$ cat src/rtl/gauge_defs.vh
/*
 * Constants of the gauge mode sequencer and command port: standard command
 * codes, control subcommands, status bit positions, timing.
 * Assumes it is included by bare name from the rtl files.
 */
`ifndef GAUGE_DEFS_VH
`define GAUGE_DEFS_VH

// standard command codes (byte address of the low byte)
`define CMD_CONTROL 8'h00
`define CMD_THERMAL 8'h02
`define CMD_POTENTIAL 8'h04
`define CMD_STATUS_WORD 8'h06
`define CMD_NOMINAL_LEFT 8'h08
`define CMD_FULL_AVAIL 8'h0A
`define CMD_REMAINING 8'h0C
`define CMD_FULL_EST 8'h0E
`define CMD_MEAN_CURRENT 8'h10
`define CMD_DEBUG_ONE 8'h16
`define CMD_MEAN_POWER 8'h18
`define CMD_CHARGE_PCT 8'h1C
`define CMD_DIE_THERMAL 8'h1E
`define CMD_HEALTH 8'h20
`define CMD_DEBUG_TWO 8'h2C
`define CMD_DEBUG_THREE 8'h32
`define CMD_OP_SETTINGS 8'h3A
`define CMD_DESIGN_CAP 8'h3C

// control subcommands
`define SC_STATUS 16'h0000
`define SC_DEVICE_TYPE 16'h0001
`define SC_FW_REVISION 16'h0002
`define SC_LAST_ECHO 16'h0007
`define SC_CHEMISTRY 16'h0008
`define SC_INSERT 16'h000C
`define SC_REMOVE 16'h000D
`define SC_SET_HIB 16'h0011
`define SC_CLR_HIB 16'h0012
`define SC_RECONFIG 16'h0013
`define SC_SEAL 16'h0020
`define SC_FULL_RESET 16'h0041
`define SC_SOFT_RESET 16'h0042
`define SC_ECHO_LIMIT 16'h0015

// response selectors from the decoder
`define RSP_STATUS 3'h0
`define RSP_DEVICE_TYPE 3'h1
`define RSP_FW_REVISION 3'h2
`define RSP_LAST_ECHO 3'h3
`define RSP_CHEMISTRY 3'h4
`define RSP_KEEP 3'h5

// gauge status word bits
`define FL_OCV_TAKEN 7
`define FL_DEFAULTS 5
`define FL_CONFIG 4
`define FL_BATTERY 3
`define FL_OWN_MASK 16'h00B8

// control status bits
`define ST_SEALED 13
`define ST_QMAX_LEARNED 9
`define ST_RES_LEARNED 8
`define ST_HIB_REQ 6
`define ST_SLEEP 4
`define ST_CONST_POWER 3

// operation settings bits
`define OPC_PIN_ENABLE 13
`define OPC_SLEEP_EN 5
`define OPC_HOST_TEMP 0

// timing
`define CLK_HZ 40000000
`define TICK_PERIOD_MS 1000
`define TICK_CYCLES (`CLK_HZ / 1000 * `TICK_PERIOD_MS)
`define RECONFIG_TIMEOUT_S 240
`define RECONFIG_TIMEOUT_TICKS (`RECONFIG_TIMEOUT_S * 1000 / `TICK_PERIOD_MS)

`endif

$ cat src/rtl/period_tick.v
/*
 * Free-running divider that emits a one-cycle tick every CYCLES clocks.
 * Assumes a single clock; counting pauses while ce_in is low.
 */
`timescale 1ns/1ps
`default_nettype none
`include "gauge_defs.vh"

module period_tick #(
    parameter CYCLES = `TICK_CYCLES
) (
    input wire clk_sys_in,
    input wire rst_in,
    input wire ce_in,
    output reg tick_out
);
    reg [31:0] count_r;

    always @(posedge clk_sys_in or posedge rst_in) begin
        if (rst_in) begin
            count_r <= 32'h0;
            tick_out <= 1'b0;
        end else if (ce_in) begin
            if (count_r == CYCLES - 1) begin
                count_r <= 32'h0;
                tick_out <= 1'b1;
            end else begin
                count_r <= count_r + 32'h1;
                tick_out <= 1'b0;
            end
        end
    end
endmodule // period_tick

`default_nettype wire

$ cat src/rtl/subcmd_decode.v
/*
 * Combinational decode of a control subcommand into one action strobe or
 * a response selection, with sealed-mode gating.
 * Assumes the caller qualifies the outputs with its own write strobe.
 */
`timescale 1ns/1ps
`default_nettype none
`include "gauge_defs.vh"

module subcmd_decode (
    // subcommand and access state
    input wire [15:0] subcmd_in,
    input wire sealed_in,
    input wire pin_enable_in,
    // decoded actions
    output reg [2:0] rsp_sel_out,
    output reg insert_out,
    output reg remove_out,
    output reg set_hib_out,
    output reg clr_hib_out,
    output reg reconfig_out,
    output reg seal_out,
    output reg full_reset_out,
    output reg soft_reset_out
);
    always @* begin
        rsp_sel_out = `RSP_KEEP;
        insert_out = 1'b0;
        remove_out = 1'b0;
        set_hib_out = 1'b0;
        clr_hib_out = 1'b0;
        reconfig_out = 1'b0;
        seal_out = 1'b0;
        full_reset_out = 1'b0;
        soft_reset_out = 1'b0;
        case (subcmd_in)
            `SC_STATUS: rsp_sel_out = `RSP_STATUS;
            `SC_DEVICE_TYPE: rsp_sel_out = `RSP_DEVICE_TYPE;
            `SC_FW_REVISION: rsp_sel_out = `RSP_FW_REVISION;
            `SC_LAST_ECHO: rsp_sel_out = `RSP_LAST_ECHO;
            `SC_CHEMISTRY: rsp_sel_out = `RSP_CHEMISTRY;
            `SC_INSERT: insert_out = ~pin_enable_in;
            `SC_REMOVE: remove_out = ~pin_enable_in;
            `SC_SET_HIB: set_hib_out = 1'b1;
            `SC_CLR_HIB: clr_hib_out = 1'b1;
            `SC_RECONFIG: reconfig_out = ~sealed_in;
            `SC_SEAL: seal_out = ~sealed_in;
            `SC_FULL_RESET: full_reset_out = ~sealed_in;
            `SC_SOFT_RESET: soft_reset_out = ~sealed_in;
            default: rsp_sel_out = `RSP_KEEP;
        endcase
    end
endmodule // subcmd_decode

`default_nettype wire

$ cat src/rtl/gauge_mode_port.v
/*
 * Operating-mode sequencer and standard command port of a single-cell
 * battery gauge: power-on load, halted wait for a battery, initialisation,
 * normal, config update with time-out, sleep and hibernate, and the
 * control subcommand dispatcher with sealed-mode gating.
 * Assumes the serial link framing is done outside: each command arrives as
 * one code plus a word, synchronous to clk_sys_in; the measurement and
 * learning engine sits outside and answers on the calc and handshake ports.
 */
`timescale 1ns/1ps
`default_nettype none
`include "gauge_defs.vh"

module gauge_mode_port #(
    parameter TICK_CYCLES = `TICK_CYCLES,
    parameter [15:0] DEVICE_TYPE = 16'h0A5A, // arbitrary value
    parameter [15:0] FW_REVISION = 16'h0100, // arbitrary value
    parameter [15:0] CHEMISTRY = 16'h0001 // arbitrary value
) (
    // clock, reset, enable
    input wire clk_sys_in,
    input wire rst_in,
    input wire ce_in,
    // command port
    input wire cmd_valid_in,
    input wire cmd_write_in,
    input wire [7:0] cmd_code_in,
    input wire [15:0] cmd_wdata_in,
    output reg cmd_ack_out,
    output reg [15:0] cmd_rdata_out,
    // bus wake events
    input wire addressed_in,
    input wire foreign_traffic_in,
    // configuration and thresholds
    input wire [15:0] operation_settings_in,
    input wire [15:0] sleep_current_in,
    input wire [15:0] hib_current_in,
    input wire [15:0] hib_voltage_in,
    // measurements
    input wire [15:0] cell_potential_in,
    input wire [15:0] mean_current_in,
    input wire [15:0] thermal_in,
    input wire [15:0] flags_ext_in,
    input wire bin_in,
    // algorithm data set
    output wire [7:0] calc_addr_out,
    input wire [15:0] calc_data_in,
    input wire qmax_learned_in,
    input wire res_learned_in,
    // engine handshakes
    output reg defaults_load_out,
    output reg ocv_start_out,
    input wire ocv_done_in,
    output reg adc_cal_start_out,
    input wire adc_cal_done_in,
    output reg measure_out,
    // status
    output wire gauging_out,
    output wire awake_out,
    output wire [3:0] mode_out
);
    localparam [3:0] ST_LOAD = 4'h0;
    localparam [3:0] ST_HALT = 4'h1;
    localparam [3:0] ST_INIT = 4'h2;
    localparam [3:0] ST_NORMAL = 4'h3;
    localparam [3:0] ST_RECONFIG = 4'h4;
    localparam [3:0] ST_SLEEP_CAL = 4'h5;
    localparam [3:0] ST_SLEEP = 4'h6;
    localparam [3:0] ST_HIB = 4'h7;
    localparam [3:0] ST_HIB_PEEK = 4'h8;

    reg [3:0] state_r, state_nxt;
    reg [7:0] timeout_r;
    reg defaults_flag_r, config_flag_r, ocv_taken_r;
    reg manual_bat_r, battery_detected_flag_r, bat_prev_r;
    reg qmax_r, res_r, hib_req_r, sealed_r;
    reg [15:0] ctl_resp_r, last_cmd_r, host_temp_r;
    reg [15:0] cell_potential_r, curr_r, temp_r;
    reg [15:0] rdata_nxt;

    wire tick;
    wire [2:0] rsp_sel;
    wire do_insert, do_remove, do_set_hib, do_clr_hib;
    wire do_reconfig, do_seal, do_full, do_soft;

    wire ctl_wr = ce_in & cmd_valid_in & cmd_write_in & (cmd_code_in == `CMD_CONTROL);
    wire pin_en = operation_settings_in[`OPC_PIN_ENABLE];
    wire bat_now = pin_en ? ~bin_in : manual_bat_r;
    wire inserted = battery_detected_flag_r & ~bat_prev_r;
    wire removed = ~battery_detected_flag_r & bat_prev_r;
    wire [15:0] abs_curr = curr_r[15] ? (16'h0 - curr_r) : curr_r;
    wire sleep_ok = operation_settings_in[`OPC_SLEEP_EN] &
                    ($signed(curr_r) < $signed(sleep_current_in));
    wire hib_ok = hib_req_r & ocv_taken_r & (abs_curr < hib_current_in);
    wire low_cell = cell_potential_r < hib_voltage_in;
    wire timed_out = tick & (timeout_r == `RECONFIG_TIMEOUT_TICKS - 1);

    wire [15:0] ctl_status = {2'b00, sealed_r, 3'b000, qmax_r, res_r,
                              1'b0, hib_req_r, 1'b0,
                              state_r == ST_SLEEP, 1'b1, 3'b000};
    wire [15:0] flags_word = (flags_ext_in & ~`FL_OWN_MASK) |
                             ({8'h00, ocv_taken_r, 1'b0, defaults_flag_r,
                               config_flag_r, battery_detected_flag_r, 3'b000});

    assign calc_addr_out = cmd_code_in;
    assign gauging_out = (state_r == ST_NORMAL) | (state_r == ST_SLEEP) |
                         (state_r == ST_SLEEP_CAL);
    // halted device counts as awake only while a command is served
    assign awake_out = ~((state_r == ST_HALT) | (state_r == ST_HIB)) |
                       cmd_valid_in;
    assign mode_out = state_r;

    period_tick #(
        .CYCLES(TICK_CYCLES)
    ) u_tick (
        .clk_sys_in(clk_sys_in),
        .rst_in(rst_in),
        .ce_in(ce_in),
        .tick_out(tick)
    );

    subcmd_decode u_decode (
        .subcmd_in(cmd_wdata_in),
        .sealed_in(sealed_r),
        .pin_enable_in(pin_en),
        .rsp_sel_out(rsp_sel),
        .insert_out(do_insert),
        .remove_out(do_remove),
        .set_hib_out(do_set_hib),
        .clr_hib_out(do_clr_hib),
        .reconfig_out(do_reconfig),
        .seal_out(do_seal),
        .full_reset_out(do_full),
        .soft_reset_out(do_soft)
    );

    // mode sequencing
    always @* begin
        state_nxt = state_r;
        case (state_r)
            ST_LOAD: state_nxt = ST_HALT;
            ST_HALT: begin
                if (inserted)
                    state_nxt = ST_INIT;
            end
            ST_INIT: begin
                if (!battery_detected_flag_r)
                    state_nxt = ST_HALT;
                else if (ocv_done_in)
                    state_nxt = ST_NORMAL;
            end
            ST_NORMAL: begin
                if (tick && low_cell)
                    state_nxt = ST_HIB;
                else if (tick && sleep_ok)
                    state_nxt = ST_SLEEP_CAL;
            end
            ST_RECONFIG: begin
                if (timed_out)
                    state_nxt = ST_INIT;
            end
            ST_SLEEP_CAL: begin
                if (!sleep_ok)
                    state_nxt = ST_NORMAL;
                else if (adc_cal_done_in)
                    state_nxt = ST_SLEEP;
            end
            ST_SLEEP: begin
                if (tick && (low_cell || hib_ok))
                    state_nxt = ST_HIB;
                else if (tick && !sleep_ok)
                    state_nxt = ST_NORMAL;
            end
            ST_HIB: begin
                if (addressed_in || (ctl_wr && do_clr_hib))
                    state_nxt = ST_INIT;
                else if (foreign_traffic_in)
                    state_nxt = ST_HIB_PEEK;
            end
            ST_HIB_PEEK: state_nxt = ST_HIB;
            default: state_nxt = ST_LOAD;
        endcase
        // removal drops any gauging mode back to the halted wait
        if (removed && state_r != ST_LOAD)
            state_nxt = ST_HALT;
        if (ctl_wr && do_reconfig)
            state_nxt = ST_RECONFIG;
        if (ctl_wr && do_soft)
            state_nxt = battery_detected_flag_r ? ST_INIT : ST_HALT;
        if (ctl_wr && do_full)
            state_nxt = ST_LOAD;
    end

    always @(posedge clk_sys_in or posedge rst_in) begin
        if (rst_in) begin
            state_r <= ST_LOAD;
            defaults_load_out <= 1'b0;
            ocv_start_out <= 1'b0;
            adc_cal_start_out <= 1'b0;
        end else if (ce_in) begin
            state_r <= state_nxt;
            defaults_load_out <= (state_r == ST_LOAD);
            ocv_start_out <= (state_nxt == ST_INIT) && (state_r != ST_INIT);
            adc_cal_start_out <= (state_nxt == ST_SLEEP_CAL) &&
                                 (state_r != ST_SLEEP_CAL);
        end
    end

    // reconfig time-out in whole ticks
    always @(posedge clk_sys_in or posedge rst_in) begin
        if (rst_in) begin
            timeout_r <= 8'h00;
        end else if (ce_in) begin
            if (state_r != ST_RECONFIG || state_nxt != ST_RECONFIG)
                timeout_r <= 8'h00;
            else if (tick)
                timeout_r <= timeout_r + 8'h01;
        end
    end

    // periodic sampling; frozen while reconfig suspends gauging
    always @(posedge clk_sys_in or posedge rst_in) begin
        if (rst_in) begin
            measure_out <= 1'b0;
            cell_potential_r <= 16'h0000;
            curr_r <= 16'h0000;
            temp_r <= 16'h0000;
        end else if (ce_in) begin
            measure_out <= tick & gauging_out;
            if (tick && (gauging_out || state_r == ST_INIT)) begin
                cell_potential_r <= cell_potential_in;
                curr_r <= mean_current_in;
                temp_r <= thermal_in;
            end
        end
    end

    // status flags; an insertion clears the learned bits ahead of a learning set in the same cycle
    always @(posedge clk_sys_in or posedge rst_in) begin
        if (rst_in) begin
            defaults_flag_r <= 1'b1;
            config_flag_r <= 1'b0;
            ocv_taken_r <= 1'b0;
            manual_bat_r <= 1'b0;
            battery_detected_flag_r <= 1'b0;
            bat_prev_r <= 1'b0;
            qmax_r <= 1'b0;
            res_r <= 1'b0;
            hib_req_r <= 1'b0;
            sealed_r <= 1'b0;
        end else if (ce_in) begin
            battery_detected_flag_r <= bat_now;
            bat_prev_r <= battery_detected_flag_r;
            if (state_r == ST_LOAD) begin
                defaults_flag_r <= 1'b1;
                config_flag_r <= 1'b0;
                ocv_taken_r <= 1'b0;
                manual_bat_r <= 1'b0;
                qmax_r <= 1'b0;
                res_r <= 1'b0;
                hib_req_r <= 1'b0;
            end else begin
                if (ctl_wr && do_insert)
                    manual_bat_r <= 1'b1;
                else if (ctl_wr && do_remove)
                    manual_bat_r <= 1'b0;
                if (ctl_wr && do_soft) begin
                    defaults_flag_r <= 1'b0;
                    config_flag_r <= 1'b0;
                end else if (ctl_wr && do_reconfig) begin
                    config_flag_r <= 1'b1;
                end else if (state_r == ST_RECONFIG && state_nxt != ST_RECONFIG) begin
                    config_flag_r <= 1'b0;
                end
                if (state_r == ST_INIT && ocv_done_in)
                    ocv_taken_r <= 1'b1;
                if (inserted) begin
                    qmax_r <= 1'b0;
                    res_r <= 1'b0;
                end else begin
                    if (qmax_learned_in)
                        qmax_r <= 1'b1;
                    if (res_learned_in && qmax_r)
                        res_r <= 1'b1;
                end
                if (ctl_wr && do_set_hib)
                    hib_req_r <= 1'b1;
                else if ((ctl_wr && do_clr_hib) ||
                         (state_r == ST_HIB && state_nxt == ST_INIT))
                    hib_req_r <= 1'b0;
                if (ctl_wr && do_seal)
                    sealed_r <= 1'b1;
            end
        end
    end

    // control response word and subcommand echo
    always @(posedge clk_sys_in or posedge rst_in) begin
        if (rst_in) begin
            ctl_resp_r <= 16'h0000;
            last_cmd_r <= 16'h0000;
        end else if (ce_in && ctl_wr) begin
            if (cmd_wdata_in < `SC_ECHO_LIMIT)
                last_cmd_r <= cmd_wdata_in;
            case (rsp_sel)
                `RSP_STATUS: ctl_resp_r <= ctl_status;
                `RSP_DEVICE_TYPE: ctl_resp_r <= DEVICE_TYPE;
                `RSP_FW_REVISION: ctl_resp_r <= FW_REVISION;
                `RSP_LAST_ECHO: ctl_resp_r <= last_cmd_r;
                `RSP_CHEMISTRY: ctl_resp_r <= CHEMISTRY;
                default: ctl_resp_r <= ctl_resp_r;
            endcase
        end
    end

    // host-supplied temperature only sticks when the option allows it
    always @(posedge clk_sys_in or posedge rst_in) begin
        if (rst_in) begin
            host_temp_r <= 16'h0000;
        end else if (ce_in && cmd_valid_in && cmd_write_in &&
                     cmd_code_in == `CMD_THERMAL &&
                     operation_settings_in[`OPC_HOST_TEMP]) begin
            host_temp_r <= cmd_wdata_in;
        end
    end

    // read mux of the standard command map
    always @* begin
        case (cmd_code_in)
            `CMD_CONTROL: rdata_nxt = ctl_resp_r;
            `CMD_THERMAL: rdata_nxt = operation_settings_in[`OPC_HOST_TEMP] ?
                                      host_temp_r : temp_r;
            `CMD_POTENTIAL: rdata_nxt = cell_potential_r;
            `CMD_STATUS_WORD: rdata_nxt = flags_word;
            `CMD_MEAN_CURRENT: rdata_nxt = curr_r;
            `CMD_OP_SETTINGS: rdata_nxt = operation_settings_in;
            `CMD_NOMINAL_LEFT, `CMD_FULL_AVAIL, `CMD_REMAINING, `CMD_FULL_EST,
            `CMD_DEBUG_ONE, `CMD_MEAN_POWER, `CMD_CHARGE_PCT, `CMD_DIE_THERMAL,
            `CMD_HEALTH, `CMD_DEBUG_TWO, `CMD_DEBUG_THREE, `CMD_DESIGN_CAP:
                rdata_nxt = calc_data_in;
            default: rdata_nxt = 16'h0000;
        endcase
    end

    // one code plus one word per request, answered next cycle
    always @(posedge clk_sys_in or posedge rst_in) begin
        if (rst_in) begin
            cmd_ack_out <= 1'b0;
            cmd_rdata_out <= 16'h0000;
        end else if (ce_in) begin
            cmd_ack_out <= cmd_valid_in;
            if (cmd_valid_in && !cmd_write_in)
                cmd_rdata_out <= rdata_nxt;
        end
    end
endmodule // gauge_mode_port

`default_nettype wire

$ cat config.mk
export PLATFORM = sky130hd
export DESIGN_NAME = gauge_mode_port
export DESIGN_NICKNAME = d
export VERILOG_FILES = /design/src/rtl/period_tick.v /design/src/rtl/subcmd_decode.v /design/src/rtl/gauge_mode_port.v
export VERILOG_INCLUDE_DIRS = /design/src /design/src/rtl
export SDC_FILE = /design/constraint.sdc
export NUM_CORES = 1
export LEC_CHECK = 0
export BUFFER_PORTS_ARGS = -buffer_cell sky130_fd_sc_hd__buf_2
export CORE_MARGIN = 2
export CORE_UTILIZATION = 45
export CTS_CLUSTER_DIAMETER = 120
export DETAILED_ROUTE_END_ITERATION = 8
export GPL_TIMING_DRIVEN = 0
export HOLD_SLACK_MARGIN = 0.06
export PLACE_DENSITY = 0.8
export SLEW_MARGIN = 20
export SYNTH_ARGS = -nofsm -noshare
export SYNTH_HDL_FRONTEND = slang
export SYNTH_SLANG_ARGS = --single-unit
$ cat constraint.sdc
create_clock -name clk_sys_in -period 11.44 [get_ports clk_sys_in]
set_clock_uncertainty 0.2 [all_clocks]
set_input_delay 0.572 -clock clk_sys_in [delete_from_list [all_inputs] [get_ports clk_sys_in]]
set_output_delay 0.572 -clock clk_sys_in [all_outputs]
set_load 0.03 [all_outputs]
==> out/metrics.cfg <==
[timing]
rsz0062_at_grt = false
fin_crit_ns = 4.29
drv_slew = 0
tightest_slew_ns = 1.03
final-setup-viol-count = 0
tns_ns = 0
worst_slack_ns = 7.15
slew_headroom_pct = 30.8
holdWs_ns = 0.155
hold_viol = 0
max_freq_mhz = 233
post-route-period-util_pct = 37.5

[clock_network]
cts_setup_buffers = 0
cts.sinks = 172
cts_buffers = 17
ctsResizeCount = 0
clock_latency_ns = 0.44
cts_tree = done
h-tree-depth = 4
ctsHoldBuffers = 1
cts_max_path_buffers = 2
ctsRootBufferMaster = clkbuf_16
clkTransAtPathRegs_ns = 0.08

[pwr]
ir_drop_mv = 0.0900
powerDensity_nw_per_um2 = 122
leakagePower_nw = 6.17

[global_routing]
grt_use_met2_pct = 40.3
grt_usage_pct = 24.7
grt_start_max_net_pins = 96
overflow = 0
grt_first_pass_wirelength_mm = 46.4
grt.met1_usage_pct = 31.5
grt.met3_usage_pct = 5.10
grt_pass1_vias = 8868
busiest_layer = met2
antenna_found_initial = 12

[worst_setup_path]
cp_top_family = compound AO/OA/AOI/OAI gates
cp_data_arrival_time_ns = 4.43
reg2reg_depth = 15
rrSetupSlack_ns = 7.15
path_cells = nor3_1 -> nand3_1 -> or3_1 -> or3_1 -> o21ai_0 -> xnor2_1 -> ha_1 -> a21o_1 -> a2111oi_0 -> nand2_1 -> o311ai_0 -> a21oi_2 -> o21ai_2 -> nand2_1 -> o31ai_1
slowest_delay_ns = 0.49
critPathKind = reg -> reg
critPathCaptureType = register
cp_data_required_time_ns = 11.58
crit_fanout = 6
crit-reg2reg-launch = curr_r[3]
slowest_stage = dfrtp_1
path_buf_inv = 0
start_kind = register
r2r-end = config_flag_r

[placed_design]
place.gp.congestion = 0.933
hpwl_mm = 22.9
place_ws_ns = 7.17
port_buffers = 206

[synth]
syn_area_um2 = 10300
ys_ff_latch = 172
synthDistinctLibCells = 72
syn_inst = 1066
syn-num-nets = 1294
async_reset_ff_share_pct = 100
synth-edff-count = 0
synth-seq-area-share_pct = 42.0
synth_flop_cell = dfrtp_1
synthTopCellsByArea = dfrtp_1 42%, mux2_2 9.7%, ha_1 5.9%
synth_top_area_share_pct = 41.7
synth_largest_area_cell = dfrtp_1
syn-mean-instance-area_um2 = 9.62
ys_warn_count = 0

[status]
status = finished clean

[layout]
final_cell_mix = 209 x buf_2, 171 x dfrtp_1, 93 x nand2_1
syn_to_final_growth_pct = 19.8
drive_above_1_share_pct = 28.0
fillCellCount = 1992
multiInputGateArea_um2 = 5460
layout.nets = 1521
register_area_um2 = 4310
final_common_cell = buf_2

[run]
drv_cap = 0

[worst_hold_path]
hold_end = temp_r[10]
hp-start = thermal_in[10]
hp-class = in -> reg
hold_path_depth = 2

[routing]
drc_errors = 0
postRouteAntennaNets = 0
routed_wl_mm = 29.7
routedWlPerCell_um = 18.6
post_drt_via_cell_ratio = 5.62
vias = 9004
drt_iter0_drc = 731
dr.pass1.iters = 5

[floorplanning]
core_area_um2 = 22500
row_count = 55
die_area_um2 = 24000
die_y_um = 155
io_pins = 215
start_util_pct = 45.6
dieWidth_um = 155

==> synthesized netlist by cell type (all sizes together), types with 10 or more instances <==
master / count
a21oi: 67
a221o: 13
and2: 15
buf: 19
clkbuf: 38
dfrtp: 171
ha: 48
inv: 60
mux2: 88
mux2i: 34
nand2: 93
nand2b: 16
nand3: 50
nand4: 11
nor2: 78
nor3: 22
nor4: 11
o21ai: 59
o22ai: 14
or3: 10
xnor2: 32
xor2: 19
==> how the worst max path moves through the flow <==
stage	start	endpoint	slack [ns]	cells past startpoint
detailed placement	curr_r[3]	config_flag_r	7.17	15
global route	curr_r[3]	config_flag_r	6.81	15
floorplan	rst_in	adc_cal_start_out	6.01	1
CTS	curr_r[3]	ocv_start_out	7.14	15
global placement	rst_in	curr_r[6]	4.05	2
finish	curr_r[3]	config_flag_r	7.15	15
==> metal layers <==
metal	up-vias	wire, um
li1	4261	-
met1	4302	12200
met2	358	13900
met3	79	2210
met4	4	1330
met5	-	26
==> cell families after synthesis <==
group,Yosys count,share of synthesized area (%)
xor gates and xnor gates,51,4.35
muxes,122,13.0
AOI/OAI and AO/OA,204,12.6
adders and majority gates,49,5.95
DFF,172,42.0
and+or+nand+nor,350,17.3
buffers and inverters,118,4.83
==> registers in the layout, summed over array words and instances (netlist names), 4 cells and up <==
name and cells:
cmd_rdata_out 16, host_temp_r 16, timeout_r 8, temp_r 16, u_tick.count_r 32, mode_out 4
last_cmd_r 16, ctl_resp_r 16, curr_r 16, cell_potential_r 16
==> through the flow <==
stage	util (%)	cell area, um^2	power (mW)	instances
floorplan	-	10300	0.840	1066
CTS	54.5	12300	1.51	1591
finish	54.6	12300	1.50	1601
global route	54.6	12300	1.56	1598
global placement	51.7	11600	0.939	1557
detailed placement	51.9	11700	0.944	1558
==> layout make-up <==
class,instances,area share (%)
multi-input combinational,776,44.4
sequential,172,35.0
timing repair buffer,208,8.69
clock buffer,17,3.46
tap,285,2.90
buffer,57,2.17
inverter,61,1.92
clock inverter,15,1.24
antenna,10,0.204
==> where the power goes <==
part | total (mW) | leakage [nW] | internal, mW | switching [mW]
Sequential | 0.656 | 2.37 | 0.631 | 0.0257
Combinational | 0.280 | 3.53 | 0.104 | 0.176
Clock | 0.566 | 0.274 | 0.290 | 0.276
No activity file was read; power rests on OpenSTA's default activity.
